$ cat config.mk
export PLATFORM = sky130hd
export DESIGN_NAME = gpsg_port
export DESIGN_NICKNAME = d
export VERILOG_FILES = /design/src/hw/gpsg_port.sv /design/src/hw/gpsg_sync.sv
export SDC_FILE = /design/constraint.sdc
export NUM_CORES = 1
export LEC_CHECK = 0
export BUFFER_PORTS_ARGS = -buffer_cell sky130_fd_sc_hd__buf_2
export CAP_MARGIN = 20
export CORE_ASPECT_RATIO = 0.5
export CORE_MARGIN = 2
export CORE_UTILIZATION = 39
export CTS_BUF_LIST = sky130_fd_sc_hd__clkbuf_4 sky130_fd_sc_hd__clkbuf_8
export CTS_CLUSTER_DIAMETER = 50
export CTS_CLUSTER_SIZE = 25
export DETAILED_ROUTE_END_ITERATION = 10
export GPL_ROUTABILITY_DRIVEN = 0
export GPL_TIMING_DRIVEN = 0
export HOLD_SLACK_MARGIN = 0.03
export PLACE_DENSITY = 0.79
export SLEW_MARGIN = 20
export SYNTH_ARGS = -nofsm -noshare
export SYNTH_HDL_FRONTEND = slang
export SYNTH_SLANG_ARGS = --single-unit
$ cat constraint.sdc
create_clock -name i_clk -period 1.45 [get_ports i_clk]
set_clock_uncertainty 0.1 [all_clocks]
set_input_delay 0.2175 -clock i_clk [delete_from_list [all_inputs] [get_ports i_clk]]
set_output_delay 0.2175 -clock i_clk [all_outputs]
set_load 0.1 [all_outputs]
$ cat src/hw/gpsg_port.sv
// Purpose: one 8-pin general-purpose port with pull-ups, bit access and sleep gating
// Assumes: 10 MHz i_clk, synchronous active-low i_rstn, pins resolved outside
// Notes:   register reads answer one cycle after the address is presented
//
// Contract
// - single-bit set or clear changes only the addressed bit of that register.
// - each pin has its own pull-up enable, independent of all others.
// - port occupies three io addresses: output data, direction, input value.
// - input value location is read-only; output data and direction are read/write.
// - global pull-up disable turns off every pull-up regardless of pin settings.
// - deep sleep, with io and converter clocks stopped, disables input buffers.
// - pins needed for wake-up keep their input path during deep sleep.
// - alternate function on some pins leaves the other pins' io behaviour alone.
// - direction bit one makes the pin an output, zero an input.
// - input with data bit one gets pull-up; output drives the data bit.
// - all pins float high-impedance while reset is held, clock or not.
// - pin reads pass a two-stage synchroniser before the input value register.

`timescale 1ns/1ps

// ------------------------------------------------------------------
// shared constants
// ------------------------------------------------------------------
// kept ahead of every module that imports it, as long as this file is compiled first
package gpsg_pkg;
  localparam int unsigned PORT_W    = 8;
  localparam int unsigned IDX_W     = 3;
  localparam int unsigned ADDR_W    = 2;
  // three io locations per port
  localparam logic [1:0]  ADDR_IN   = 2'h0;
  localparam logic [1:0]  ADDR_DIR  = 2'h1;
  localparam logic [1:0]  ADDR_OUT  = 2'h2;
  // reset values: every pin an input, pull-up off
  localparam logic [7:0]  RST_OUT   = 8'h00;
  localparam logic [7:0]  RST_DIR   = 8'h00;
  localparam logic [7:0]  RST_RDATA = 8'h00;
  localparam logic [7:0]  ALL_ONES  = 8'hff;
  localparam logic [7:0]  ALL_ZERO  = 8'h00;
  localparam logic [7:0]  ONE_HOT0  = 8'h01;
endpackage : gpsg_pkg

// ------------------------------------------------------------------
// port
// ------------------------------------------------------------------
module gpsg_port
  import gpsg_pkg::*;
(
  input  wire logic              i_clk,
  input  wire logic              i_rstn,
  // byte access
  input  wire logic [ADDR_W-1:0] i_io_addr,
  input  wire logic              i_io_wr,
  input  wire logic [PORT_W-1:0] i_io_wdata,
  output logic      [PORT_W-1:0] o_io_rdata,
  // single-bit set and clear
  input  wire logic              i_set_io_bit_instr,
  input  wire logic              i_clear_io_bit_instr,
  input  wire logic [ADDR_W-1:0] i_bit_addr,
  input  wire logic [IDX_W-1:0]  i_bit_idx,
  // loose control bits
  input  wire logic              i_global_pullup_disable,
  input  wire logic              i_deep_sleep,
  input  wire logic [PORT_W-1:0] i_wake_pin_mask,
  // alternate function overrides
  input  wire logic [PORT_W-1:0] i_alt_en,
  input  wire logic [PORT_W-1:0] i_alt_oe,
  input  wire logic [PORT_W-1:0] i_alt_out,
  // pins
  input  wire logic [PORT_W-1:0] i_pin,
  output logic      [PORT_W-1:0] o_pin,
  output logic      [PORT_W-1:0] o_pin_oe,
  output logic      [PORT_W-1:0] o_pullup_en,
  output logic      [PORT_W-1:0] o_input_en,
  output logic      [PORT_W-1:0] o_port_input_value_reg,
  output logic      [PORT_W-1:0] o_port_output_data_reg,
  output logic      [PORT_W-1:0] o_port_direction_reg
);

  // ----------------------------------------------------------------
  // helpers
  // ----------------------------------------------------------------
  // one-hot mask of a pin index, shared by update and checks
  function automatic logic [PORT_W-1:0] gpsg_bit_mask(input logic [IDX_W-1:0] idx);
    gpsg_bit_mask = ONE_HOT0 << idx;
  endfunction : gpsg_bit_mask

  typedef struct packed {
    logic [PORT_W-1:0] out_data;
    logic [PORT_W-1:0] dir;
    logic [PORT_W-1:0] rdata;
  } gpsg_state_t;

  gpsg_state_t       st;
  gpsg_state_t       next_st;
  logic [PORT_W-1:0] bit_mask;
  logic [PORT_W-1:0] pin_gated;
  logic [PORT_W-1:0] pin_value;

  assign bit_mask = gpsg_bit_mask(i_bit_idx);

  // ----------------------------------------------------------------
  // input path
  // ----------------------------------------------------------------
  // clamp to ground when the buffer is off so a floating pin reads low
  assign pin_gated = i_pin & o_input_en;

  gpsg_sync #(
    .SYNC_W  (PORT_W)
  ) u_sync (
    .i_clk   (i_clk),
    .i_rstn  (i_rstn),
    .i_async (pin_gated),
    .o_sync  (pin_value)
  );

  // ----------------------------------------------------------------
  // register update
  // ----------------------------------------------------------------
  // byte write first, bit op on top, so a bit op never loses to a stale byte
  always_comb begin
    next_st = st;
    if (i_io_wr && (i_io_addr == ADDR_OUT)) begin
      next_st.out_data = i_io_wdata;
    end
    if (i_io_wr && (i_io_addr == ADDR_DIR)) begin
      next_st.dir = i_io_wdata;
    end
    // input location takes no write at all
    if (i_set_io_bit_instr && (i_bit_addr == ADDR_OUT)) begin
      next_st.out_data = next_st.out_data | bit_mask;
    end
    if (i_clear_io_bit_instr && (i_bit_addr == ADDR_OUT)) begin
      next_st.out_data = next_st.out_data & ~bit_mask;
    end
    if (i_set_io_bit_instr && (i_bit_addr == ADDR_DIR)) begin
      next_st.dir = next_st.dir | bit_mask;
    end
    if (i_clear_io_bit_instr && (i_bit_addr == ADDR_DIR)) begin
      next_st.dir = next_st.dir & ~bit_mask;
    end
    // read data registered, one cycle latency
    unique case (i_io_addr)
      ADDR_IN:  next_st.rdata = pin_value;
      ADDR_DIR: next_st.rdata = st.dir;
      ADDR_OUT: next_st.rdata = st.out_data;
      default:  next_st.rdata = ALL_ZERO;
    endcase
    if (!i_rstn) begin
      next_st.out_data = RST_OUT;
      next_st.dir      = RST_DIR;
      next_st.rdata    = RST_RDATA;
    end
  end

  always_ff @(posedge i_clk) begin
    st <= next_st;
  end

  // ----------------------------------------------------------------
  // per-pin drive, pull-up and input enable
  // ----------------------------------------------------------------
  // reset gating is combinational so pins float even with the clock stopped
  for (genvar n = 0; n < PORT_W; n++) begin : g_pin
    always_comb begin
      if (i_alt_en[n]) begin
        o_pin_oe[n] = i_alt_oe[n] & i_rstn;
        o_pin[n]    = i_alt_out[n];
        o_pullup_en[n] = 1'b0;
      end else begin
        o_pin_oe[n] = st.dir[n] & i_rstn;
        o_pin[n]    = st.out_data[n];
        o_pullup_en[n] = ~st.dir[n] & st.out_data[n]
                       & ~i_global_pullup_disable & i_rstn;
      end
      // wake pins stay live in deep sleep
      o_input_en[n] = ~i_deep_sleep | i_wake_pin_mask[n];
    end
  end

  assign o_io_rdata             = st.rdata;
  assign o_port_input_value_reg = pin_value;
  assign o_port_output_data_reg = st.out_data;
  assign o_port_direction_reg   = st.dir;
endmodule : gpsg_port

$ cat src/hw/gpsg_sync.sv
// Purpose: two-stage pin input synchroniser for the port
// Assumes: one clock domain, synchronous active-low reset
// Notes:   the first stage stands in for the transparent-high latch of the pin path;
//          width comes in as a parameter so this file needs no package before it

`timescale 1ns/1ps

// ------------------------------------------------------------------
// two-flop synchroniser, whole state in one struct
// ------------------------------------------------------------------
module gpsg_sync #(
  parameter int unsigned SYNC_W = 8                // the port passes its own width
) (
  input  wire logic              i_clk,
  input  wire logic              i_rstn,
  input  wire logic [SYNC_W-1:0] i_async,
  output logic      [SYNC_W-1:0] o_sync
);
  typedef struct packed {
    logic [SYNC_W-1:0] stage1;
    logic [SYNC_W-1:0] stage2;
  } gpsg_sync_t;

  gpsg_sync_t st;
  gpsg_sync_t next_st;

  // stage1 feeds only stage2, nothing else looks at it
  always_comb begin
    next_st        = st;
    next_st.stage1 = i_async;
    next_st.stage2 = st.stage1;
    if (!i_rstn) begin
      next_st = '0;
    end
  end

  always_ff @(posedge i_clk) begin
    st <= next_st;
  end

  assign o_sync = st.stage2;
endmodule : gpsg_sync

======== Yosys cells after proc, flatten, opt, wreduce, memory -nomap -nowiden ========
Index checks and enable logic that the tools add are counted.
word-level totals
  flip-flop bits (word level) ............. 40
  output and inout port bits .............. 64
operators by class
  shift-type cells ........................ 1
  bitwise operators ....................... 64
  eq/ne operators ......................... 4
  reductions and logical operators ........ 7
  multiplexer cells ....................... 31
operators by type and width
  cell                                              number
  2-to-1 mux 8 bit                                  6
  bitwise AND 1 bit                                 40
  bitwise AND 8 bit                                 3
  2-to-1 mux 1 bit                                  24
  case mux 8 bit (3 select lines)                   1
  bitwise OR 8 bit                                  2
  NOT 1 bit                                         10
  NOT 8 bit                                         1
  bitwise OR 1 bit                                  8
  left shift 1 x 3 -> 8 bit (first input constant)  1
  logical AND 1 bit                                 6
  == test 2 x 1 -> 1 bit (second input constant)    2
  == test 2 bit (second input constant)             2
  zero test 2 bit                                   1

======== Longest topological paths before layout ========
Gate-level depths: netlist (run 1).
  word-level depth ........................ 7
  mapped depth ............................ 4
  gate-level depth less buffers ........... 3

======== Modules after synthesis ========
Synthesis (run 1) repeated with hierarchy kept, for this count alone.
second synthesis, totals
  cells, all modules ...................... 260
  area total of the unflattened synthesis .. 2204.6 um^2
modules (own cells, without submodules)
  module     area an instance (um^2)  cells each  instances
  gpsg_port  1697.9                   219         1
  gpsg_sync  506.7                    41          1

======== Worst setup path before layout (run 1) ========
OpenSTA, ideal clock, no wires.
  path kind ............................... flip-flop to output port
  start ................................... register st (netlist bit o_port_output_data_reg[6])
  end ..................................... output port o_pullup_en[6]
  arrival time ............................ 3.176 ns
  stages on the path, launching flop included .. 3
  buffers on the path ..................... 0
  setup slack ............................. -2.044 ns
  cell sequence ........................... dfxtp_1 -> nand2b_1 -> nor3_1
between the ends
  longest elaborated chain between the ends .. 4
ends and longest elaborated chain
  element                         line              text
  from (decl)                     gpsg_port.sv:93   gpsg_state_t st;
  from (signal assigned)          gpsg_port.sv:156  st <= next_st;
  bitwise AND 1 bit               gpsg_port.sv:172  o_pullup_en[n] = ~st.dir[n] & st.out_data[n]
  bitwise AND 1 bit (2 in a row)  gpsg_port.sv:173  & ~i_global_pullup_disable & i_rstn;
  2-to-1 mux 1 bit                gpsg_port.sv:165  if (i_alt_en[n]) begin
  to (decl)                       gpsg_port.sv:72   output logic [PORT_W-1:0] o_pullup_en,
Every way passes these cells.

======== Final worst setup path (run 1) ========
  start ................................... register st (netlist bit o_port_output_data_reg[2])
  end ..................................... output port o_pullup_en[2]
Same word-level chain as after synthesis.

==> results.py, run 1 <==
metrics = {
    "critical_path": {
        "max_stage_delay_ps": 390,
        "r2r_cells": 3,
        "arrival_ps": 1170,
        "reg2reg_slack_ps": 430,
        "r2r_start": "u_sync.o_sync[2]",
        "r2r-end": "o_io_rdata[2]",
        "cp_slowest_cell": "dfxtp_4",
        "crit_chain": "nand2b_4, nor3_4, buf_12",
        "setup.worst_path.start_class": "flip-flop",
        "crit_start": "o_port_output_data_reg[2]",
        "cp.required_ps": 1130,
        "worst-setup-path-type": "flip-flop to output pin",
        "path_max_fanout": 4,
        "path_buf_inv": 1,
        "critPathCaptureType": "output pin",
        "critPathTopFamily": "flip-flops",
    },
    "yosys": {
        "synthMuxAreaShare_pct": 7.525,
        "yosys.area_share.xor_xnor_pct": 0,
        "synth.ff_latch_count": 40,
        "syn-num-nets": 314,
        "yosys_warnings": 0,
        "synth.most_common_cell": "nand2_1",
        "synth_area_leaders": "dfxtp_1 38%, nand2_1 7.6%, mux2i_1 7.5%, nand2b_1 5.6%, a22oi_1 4.2%",
        "synthAdderAreaFrac_pct": 0,
        "synth.distinct_cells": 30,
        "synth_top_flop_cell": "dfxtp_1",
        "syn_area_sq_um": 2128,
        "ys_top_cells_by_count": "43 x nand2_1, 40 x dfxtp_1, 19 x nand2b_1",
        "synth_seq_area_share_pct": 37.62,
        "synthCells": 252,
        "synth_compound_area_share_pct": 15.52,
        "syn_avg_cell_area_sq_um": 8.446,
        "async_flop_share_pct": 0,
        "synth_top_area_cell": "dfxtp_1",
        "synth_enable_flop_cells": 0,
        "yosys.area.top_type_share_pct": 37.62,
        "synthSimpleGateAreaFrac_pct": 33.10,
        "synth_top_family_by_area": "simple AND/OR/NAND/NOR gates",
    },
    "pwr": {
        "switching_share_pct": 37.63,
        "p_sw_uw": 1220,
        "total_leakage_power_uw": 0.001651,
        "p_clk_share_pct": 29.2,
        "power_uw": 3244,
        "internal-power_uw": 2023,
        "powerDensity_nw_per_um2": 877.6,
        "seq_power_share_pct": 36.2,
        "peakVddDrop_mv": 0.5106,
        "combPwrFrac_pct": 34.6,
    },
    "drt": {
        "ant_nets": 0,
        "drt_iter0_markers": 178,
        "via_per_inst": 5.197,
        "first_pass_iters": 5,
        "totalWireLength_um": 7315,
        "vias": 2375,
        "detail_route.wl_per_cell_um": 16.01,
        "remaining_drc_errors": 0,
    },
    "finish": {
        "nFillCells": 359,
        "drive_gt1_share_pct": 54.78,
        "multiInputGateArea_sq_um": 1525,
        "fin_nets": 448,
        "regArea_sq_um": 860.8,
        "syn2layout_area_growth_pct": 73.66,
        "n_antenna_cell": 0,
    },
    "clocking": {
        "cts_tree": "done",
        "cts_root_buf": "clkbuf_8",
        "cts_htree_levels": 2,
        "cts_sinks": 40,
        "worst_skew_pair.late_latency_ps": 300,
        "cts_hold_buf": 0,
        "cts_buffer_depth": 2,
        "cts_made_buffers": 5,
        "path_clk_slew_ps": 80,
    },
    "floorplanning": {
        "core_sq_um": 5090,
        "initial_utilization_pct": 41.81,
        "rows": 18,
        "boundaryPins": 126,
        "die_h_um": 56.24,
        "fp.dieW_um": 108.5,
        "dieArea_sq_um": 6100,
    },
    "grt": {
        "grt_pass1_wl_um": 11170,
        "grt-ovfl-total": 0,
        "grt_max_degree": 13,
        "antenna_found_initial": 0,
        "grt_pass1_vias": 2335,
        "grt_use_total_pct": 23.95,
    },
    "placement": {
        "dp_hpwl_um": 5382,
        "pre_cts_ws_ps": -351.9,
        "io_buffers": 125,
    },
    "status": {
        "outcome": "finished with violations",
        "violations": "setup timing",
    },
    "sta": {
        "tightest_slew_ps": 516.4,
        "rsz0062_at_grt": "yes",
        "finalHoldViolations": 0,
        "setup_ws_ps": -41.90,
        "slew_headroom_pct": 65.58,
        "fmax_mhz": 670.3,
        "setup_tns_ps": -129.6,
        "fin_crit_sh_pct": 102.9,
        "finalMaxSlewViolations": 0,
        "finalSetupViolations": 7,
        "period_minus_slack_ps": 1492,
    },
    "hold_path": {
        "hp-class": "input port to flip-flop",
        "min_to": "u_sync.st[13]",
        "min_path_cells": 2,
        "holdCritStartpoint": "i_pin[5]",
    },
    "job": {
        "maxCapViolCount": 0,
    },
}
[worst max path at each step]
stage	end	cells past startpoint
2_1_floorplan	o_pullup_en[6]	2
3_3_place_gp	o_pin_oe[2]	5
3_5_place_dp	o_pin_oe[1]	5
4_1_cts	o_pullup_en[2]	3
5_1_grt	o_pullup_en[0]	3
6_report	o_pullup_en[2]	3
[power by group through the flow]
stage | clock network (uW) | logic (uW) | registers, uW
after floorplan | 0 | 630 | 1360
after global placement | 0 | 1020 | 1200
after detailed placement | 0 | 1040 | 1200
after CTS | 954 | 1090 | 1170
after global routing | 999 | 1170 | 1180
final | 947 | 1120 | 1170
[cell families after synthesis]
family | count (synthesis)
AOI/OAI and AO/OA | 54
buffers and inverters | 21
DFF | 40
muxes | 16
and+or+nand+nor | 121
[placed cells by master (no fill, tap or decap), types with 3 or more instances in the layout]
cell	netlist	layout
nor3_4	0	8
mux2i_1	16	8
o21ai_0	16	16
clkbuf_8	0	7
nor2b_4	0	8
nand2b_4	0	8
buf_6	2	9
a21boi_1	8	8
mux2i_4	0	8
and2_1	8	8
nand2b_1	19	3
nand2_1	43	43
clkbuf_4	0	7
nand2b_2	0	8
buf_12	0	14
clkbuf_1	6	4
a22oi_1	12	12
dfxtp_1	40	24
or2_0	8	8
and3_1	8	8
buf_2	3	84
buf_4	9	27
dfxtp_4	0	16
a21oi_1	14	14
[worst register-to-register path: cells and delay by family (launching register included)]
kind,cells,cell delay [ps]
mux,1,90
flops,1,410
compound gates,1,150
simple gates,1,210
[per-layer routing]
layer / share of wire (%) / up-vias / track usage [%]
met5: 0 / - / 0
met4: 1.5 / 0 / 8.242
met3: 8.1 / 11 / 5.386
met2: 51 / 111 / 41.70
met1: 39 / 1110 / 29.12
li1: - / 1143 / -
[per-stage QoR]
step           hold slack (ps)  instances  util [%]  instance area, sq um
6_report                 41.92        457     72.62                  3696
2_1_floorplan            241.4        252         -                  2521
4_1_cts                  41.91        456     70.70                  3598
3_5_place_dp             319.2        447     63.54                  3234
3_3_place_gp             316.3        447     63.54                  3234
5_1_grt                  44.53        457     72.62                  3696
[what timing repair did]
item                       CTS  global route
setup endpoints to repair   37            28
setup buffers                1             1
gates resized for setup     74            24
pin swaps                    0             1
[cell type report]
type | instances | area share (%)
multi-input combinational | 191 | 41.27
timing repair buffer | 127 | 25.90
sequential | 40 | 23.29
buffer | 21 | 4.028
tap | 70 | 2.370
clock buffer | 6 | 2.234
clock inverter | 2 | 0.9140
No activity file was read; power rests on OpenSTA's default activity.
==> inputs of run 2 (changes only) <==
- BUFFER_PORTS_ARGS: -buffer_cell sky130_fd_sc_hd__buf_2 -> default
- DONT_BUFFER_PORTS: default -> 1
- PLACE_DENSITY: 0.79 -> 0.59
- SKIP_LAST_GASP: default -> 1
==> results.py, run 2 (synthesized netlist as in run 1, its figures left out) <==
metrics = {
    "finish": {
        "syn2layout_area_growth_pct": 46.44,
        "fin_nets": 345,
        "layout_commonest_cell": "nand2_1",
        "n_antenna_cell": 0,
        "final_area_sq_um": 3117,
        "drive_gt1_share_pct": 38.73,
        "most-common-layout-cells": "35 x nand2_1, 16 x o21ai_0, 16 x dlygate4sd3_1, 16 x dfxtp_4, 16 x dfxtp_1",
    },
    "placement": {
        "placed_area_sq_um": 2609,
        "dp_hpwl_um": 4759,
        "io_buffers": 0,
    },
    "clocking": {
        "cts_tree": "done",
        "cts_htree_levels": 2,
        "worst_skew_pair.late_latency_ps": 300,
        "cts_made_buffers": 5,
        "cts_buffer_depth": 2,
        "path_clk_slew_ps": 80,
        "cts_root_buf": "clkbuf_8",
        "cts_sinks": 40,
    },
    "grt": {
        "antenna_found_initial": 0,
        "grt_use_total_pct": 21.66,
        "grt-ovfl-total": 0,
        "grt_max_degree": 14,
        "grt_pass1_wl_um": 10020,
        "grt_pass1_vias": 1925,
    },
    "drt": {
        "wl_met2_um": 2994,
        "met3_length_um": 757,
        "remaining_drc_errors": 0,
        "first_pass_iters": 4,
        "ant_nets": 0,
        "detail_route.wl_per_cell_um": 18.57,
        "top_layer": "met4",
        "drt_iter0_markers": 120,
        "via_per_inst": 5.621,
        "totalWireLength_um": 6575,
        "drt-met1-wl_um": 2771,
        "vias": 1990,
    },
    "critical_path": {
        "endpoint": "o_pullup_en[4]",
        "r2r-end": "o_io_rdata[7]",
        "path_max_fanout": 4,
        "setup.worst_path.start_class": "flip-flop",
        "path_buf_inv": 0,
        "worst-setup-path-type": "flip-flop to output pin",
        "cp.required_ps": 1130,
        "cp_slowest_cell": "nor3_4",
        "arrival_ps": 1820,
        "path_depth": 2,
        "critPathCaptureType": "output pin",
        "critPathTopFamily": "simple AND/OR/NAND/NOR gates",
        "crit_start": "o_port_output_data_reg[4]",
        "r2r_cells": 3,
        "reg2reg_slack_ps": 210,
        "crit_chain": "nand2b_4, nor3_4",
        "max_stage_delay_ps": 830,
        "r2r_start": "o_port_direction_reg[7]",
    },
    "floorplanning": {
        "initial_utilization_pct": 41.81,
        "fp.dieW_um": 108.5,
        "rows": 18,
        "boundaryPins": 126,
        "die_h_um": 56.24,
        "core_sq_um": 5090,
        "dieArea_sq_um": 6100,
    },
    "sta": {
        "fin_crit_sh_pct": 147.7,
        "slew_headroom_pct": 31.54,
        "rsz0062_at_grt": "yes",
        "fmax_mhz": 467.0,
        "finalHoldViolations": 0,
        "setup_ws_ps": -691.5,
        "period_minus_slack_ps": 2141,
        "finalSetupViolations": 24,
        "finalMaxSlewViolations": 0,
        "setup_tns_ps": -9847,
        "tightest_slew_ps": 1024,
    },
    "pwr": {
        "p_clk_share_pct": 31.5,
        "combPwrFrac_pct": 24.8,
        "total_leakage_power_uw": 0.001164,
        "powerDensity_nw_per_um2": 992.9,
        "seq_power_share_pct": 43.7,
        "p_sw_uw": 1175,
        "switching_share_pct": 37.98,
        "internal-power_uw": 1919,
        "peakVddDrop_mv": 0.5092,
    },
    "job": {
        "maxCapViolCount": 0,
    },
    "status": {
        "violations": "setup timing",
        "outcome": "finished with violations",
    },
    "hold_path": {
        "hp-class": "input port to flip-flop",
    },
}
[run 2: cell count changes in the layout (fill, tap and decap cells not counted), moves of 8 or more]
cell / previous run / this run
buf_4: 27 / 10
dfxtp_2: 0 / 8
nand2_8: 0 / 8
nand2_1: 43 / 35
buf_2: 84 / 3
buf_12: 14 / 0
dlygate4sd3_1: 0 / 16
dfxtp_1: 24 / 16
[run 2: repair_timing]
| action | 4_1_cts | 5_1_grt |
|---|---|---|
| endpoints found under the hold margin | 24 | 0 |
| setup buffers | 7 | 6 |
| endpoints found under the setup margin | 32 | 24 |
| resized for setup | 36 | 7 |
| hold buffers | 16 | 0 |
| pin swaps | 7 | 3 |
[run 2: stage by stage]
step                setup WS, ps  hold WS [ps]  total power (uW)  util, %  std cells
finish                    -691.5         125.0              3095    61.23        354
global route              -723.2         153.7              3204    61.23        354
CTS                       -666.1         129.7              3097    60.77        353
detailed placement        -396.6         250.4              2056    51.25        322
global placement          -387.6         250.2              2051    51.25        322
floorplan                 -288.7         241.4              1988        -        252
[run 2: power groups by stage]
stage	clock network (uW)	registers (uW)	logic (uW)
floorplan	0	1360	630
global placement	0	1380	672
detailed placement	0	1380	676
CTS	985	1350	759
global route	1040	1360	800
finish	974	1350	767
[run 2: routing by layer]
layer / GRT usage [%] / vias up
met5: 0 / -
met3: 6.323 / 5
met2: 34.55 / 119
met1: 28.71 / 927
li1: - / 939
met4: 5.495 / 0
[run 2: layout make-up]
| type | count | area [sq um] |
|---|---|---|
| clock buffers | 6 | 82.58 |
| flip-flops and latches | 40 | 870.8 |
| well taps | 70 | 87.58 |
| fillers | 413 | 1973 |
| multi-input cells | 191 | 1655 |
| repair buffers | 24 | 246.5 |
| plain buffers | 21 | 135.1 |
| clock inverters | 2 | 38.79 |
[run 2: worst min path at each step]
| stage | slack, ps | to | startpoint | cells after the start |
|---|---|---|---|---|
| final | 130 | o_port_output_data_reg[5] | i_bit_idx[1] | 3 |
| after global routing | 150 | o_port_output_data_reg[5] | i_bit_idx[1] | 3 |
| after CTS | 130 | o_port_direction_reg[5] | i_bit_idx[1] | 3 |
| after detailed placement | 250 | o_port_output_data_reg[5] | i_io_wdata[5] | 2 |
| after global placement | 250 | o_port_direction_reg[5] | i_io_wdata[5] | 2 |
| after floorplan | 240 | o_port_direction_reg[0] | i_io_wdata[0] | 2 |
[run 2: tightest hold or removal path, stage by stage]
cell	delay (ps)
nor2b_1	60
a22oi_1	140
a21oi_1	80
==> inputs of run 3 (changes only) <==
- ABC_AREA: default -> 1
==> results.py, run 3 <==
metrics = {
    "yosys": {
        "synth_seq_area_share_pct": 36.91,
        "ys_top_cells_by_count": "91 x nand2_1, 66 x nor2_1, 46 x inv_1",
        "synth.distinct_cells": 16,
        "synth_area_leaders": "dfxtp_1 37%, nand2_1 16%, nor2_1 11%, inv_1 8.0%, o21ai_0 7.2%",
        "synth.most_common_cell": "nand2_1",
        "yosys.area.top_type_share_pct": 36.91,
        "synth_enable_flop_cells": 0,
        "synth_top_area_cell": "dfxtp_1",
        "synthCells": 349,
        "syn_avg_cell_area_sq_um": 6.217,
        "synth_top_flop_cell": "dfxtp_1",
        "yosys_warnings": 0,
        "synth.ff_latch_count": 40,
        "syn_area_sq_um": 2170,
        "syn-num-nets": 411,
        "async_flop_share_pct": 0,
    },
    "grt": {
        "grt_pass1_vias": 2168,
        "grt_max_degree": 15,
        "grt-ovfl-total": 0,
        "grt_pass1_wl_um": 10180,
        "antenna_found_initial": 0,
        "grt_use_total_pct": 21.44,
    },
    "sta": {
        "slew_headroom_pct": 31.62,
        "period_minus_slack_ps": 2073,
        "finalHoldViolations": 0,
        "setup_tns_ps": -8937,
        "setup_ws_ps": -622.8,
        "finalSetupViolations": 24,
        "rsz0062_at_grt": "yes",
        "tightest_slew_ps": 1022,
        "fin_crit_sh_pct": 143.0,
        "fmax_mhz": 482.4,
        "finalMaxSlewViolations": 0,
    },
    "finish": {
        "syn2layout_area_growth_pct": 44.98,
        "fin_nets": 443,
        "most-common-layout-cells": "88 x nand2_1, 65 x nor2_1, 39 x inv_1",
        "drive_gt1_share_pct": 26.96,
        "n_antenna_cell": 0,
        "layout_commonest_cell": "nand2_1",
    },
    "critical_path": {
        "arrival_ps": 1760,
        "max_stage_delay_ps": 790,
        "path_max_fanout": 4,
        "cp.required_ps": 1130,
        "crit_chain": "nand2_4, nor3_4",
        "reg2reg_slack_ps": 390,
        "critPathCaptureType": "output pin",
        "r2r_start": "o_port_output_data_reg[4]",
        "worst-setup-path-type": "flip-flop to output pin",
        "endpoint": "o_pullup_en[6]",
        "r2r-end": "o_port_output_data_reg[4]",
        "critPathTopFamily": "simple AND/OR/NAND/NOR gates",
        "path_depth": 2,
        "setup.worst_path.start_class": "flip-flop",
        "path_buf_inv": 0,
        "cp_slowest_cell": "nor3_4",
        "r2r_cells": 4,
        "crit_start": "o_port_output_data_reg[6]",
    },
    "placement": {
        "io_buffers": 0,
        "pre_cts_ws_ps": -339.9,
        "dp_hpwl_um": 4901,
    },
    "floorplanning": {
        "initial_utilization_pct": 40.03,
        "dieArea_sq_um": 6212,
        "core_sq_um": 5420,
        "rows": 19,
        "die_h_um": 56.74,
        "fp.dieW_um": 109.5,
        "boundaryPins": 126,
    },
    "drt": {
        "totalWireLength_um": 6672,
        "via_per_inst": 5.149,
        "vias": 2343,
        "remaining_drc_errors": 0,
        "first_pass_iters": 4,
        "ant_nets": 0,
        "detail_route.wl_per_cell_um": 14.66,
        "drt_iter0_markers": 84,
    },
    "clocking": {
        "cts_tree": "done",
        "worst_skew_pair.late_latency_ps": 290,
        "cts_root_buf": "clkbuf_8",
        "cts_buffer_depth": 2,
        "path_clk_slew_ps": 80,
        "cts_made_buffers": 5,
        "cts_htree_levels": 2,
        "cts_sinks": 40,
    },
    "status": {
        "outcome": "finished with violations",
        "violations": "setup timing",
    },
    "pwr": {
        "peakVddDrop_mv": 0.6222,
        "total_leakage_power_uw": 0.001386,
        "powerDensity_nw_per_um2": 972.1,
    },
    "hold_path": {
        "hp-class": "input port to flip-flop",
    },
    "job": {
        "maxCapViolCount": 0,
    },
}
==> run 3: changes by cell type in the layout (fill, tap and decap cells not counted), sizes merged, moves of 16 or more <==
cell    previous run  this run
nand3              2        22
nor2               1        69
inv                0        48
mux2i             16         0
nand2b            19         0
nand2             43        91
nand4              0        16
==> run 3: worst min-delay path by stage <==
stage                                     end  cells after the start  slack (ps)     startpoint
floorplan                       u_sync.st[10]                      2         240       i_pin[2]
global placement                u_sync.st[14]                      2         240       i_pin[6]
detailed placement               u_sync.st[8]                      2         240       i_pin[0]
CTS                 o_port_output_data_reg[2]                      4          80  i_io_wdata[2]
global route        o_port_output_data_reg[4]                      4         110  i_io_wdata[4]
finish              o_port_output_data_reg[7]                      4          80  i_io_wdata[7]
==> run 3: where the power goes <==
group,internal (uW),switching (uW),leakage (uW)
Clock,518,410,0.0000583
Combinational,174,603,0.000985
Sequential,1130,225,0.000343
Total,1820,1240,0.00139
==> run 3: worst reg2reg max path: cells and delay by family (launching register included) <==
| family | cells | cell delay, ps |
|---|---|---|
| flip-flops | 1 | 580 |
| AND/OR/NAND/NOR | 4 | 320 |
==> run 3: layout make-up <==
type                    instances  area, sq um
plain buffers                  17        133.9
clock buffers                   5        68.82
clock inverters                 3        47.55
fillers                       489         2275
inverters                      48        197.7
multi-input cells             244         1455
flip-flops and latches         40        870.8
well taps                      73        91.34
repair buffers                 25        280.3
==> run 3: cell families after synthesis <==
| kind of cell | after synthesis | share of synthesized area (%) |
|---|---|---|
| compound gates | 38 | 8.766 |
| buf+inv | 65 | 14.36 |
| flops | 40 | 36.91 |
| simple gates | 206 | 39.97 |
==> run 3: timing repair <==
item                                    CTS  global route
endpoints found under the setup margin   32            24
resized for setup                        17             0
hold buffers                             16             0
pin swaps                                 8             0
buffers inserted                          1             1
endpoints found under the hold margin     8             0
==> run 3: metal layers <==
metal,share of wire (%),vias up,routed length [um],global-route usage (%)
met5,0,-,0,0
met4,1.3,0,90,5.787
met1,39,1045,2616,26.06
li1,-,1167,-,-
met2,50,120,3320,37.13
met3,9.7,11,644,6.039
==> run 3: stage by stage <==
stage | instances | power (uW) | cell area (sq um) | util, % | hold slack [ps]
finish | 455 | 3058 | 3146 | 58.03 | 84.69
global route | 455 | 3178 | 3146 | 58.03 | 110.9
CTS | 454 | 3079 | 3138 | 57.89 | 83.16
detailed placement | 429 | 2100 | 2778 | 51.25 | 240.0
global placement | 422 | 2088 | 2673 | 49.31 | 241.6
floorplan | 349 | 2019 | 2581 | - | 236.7
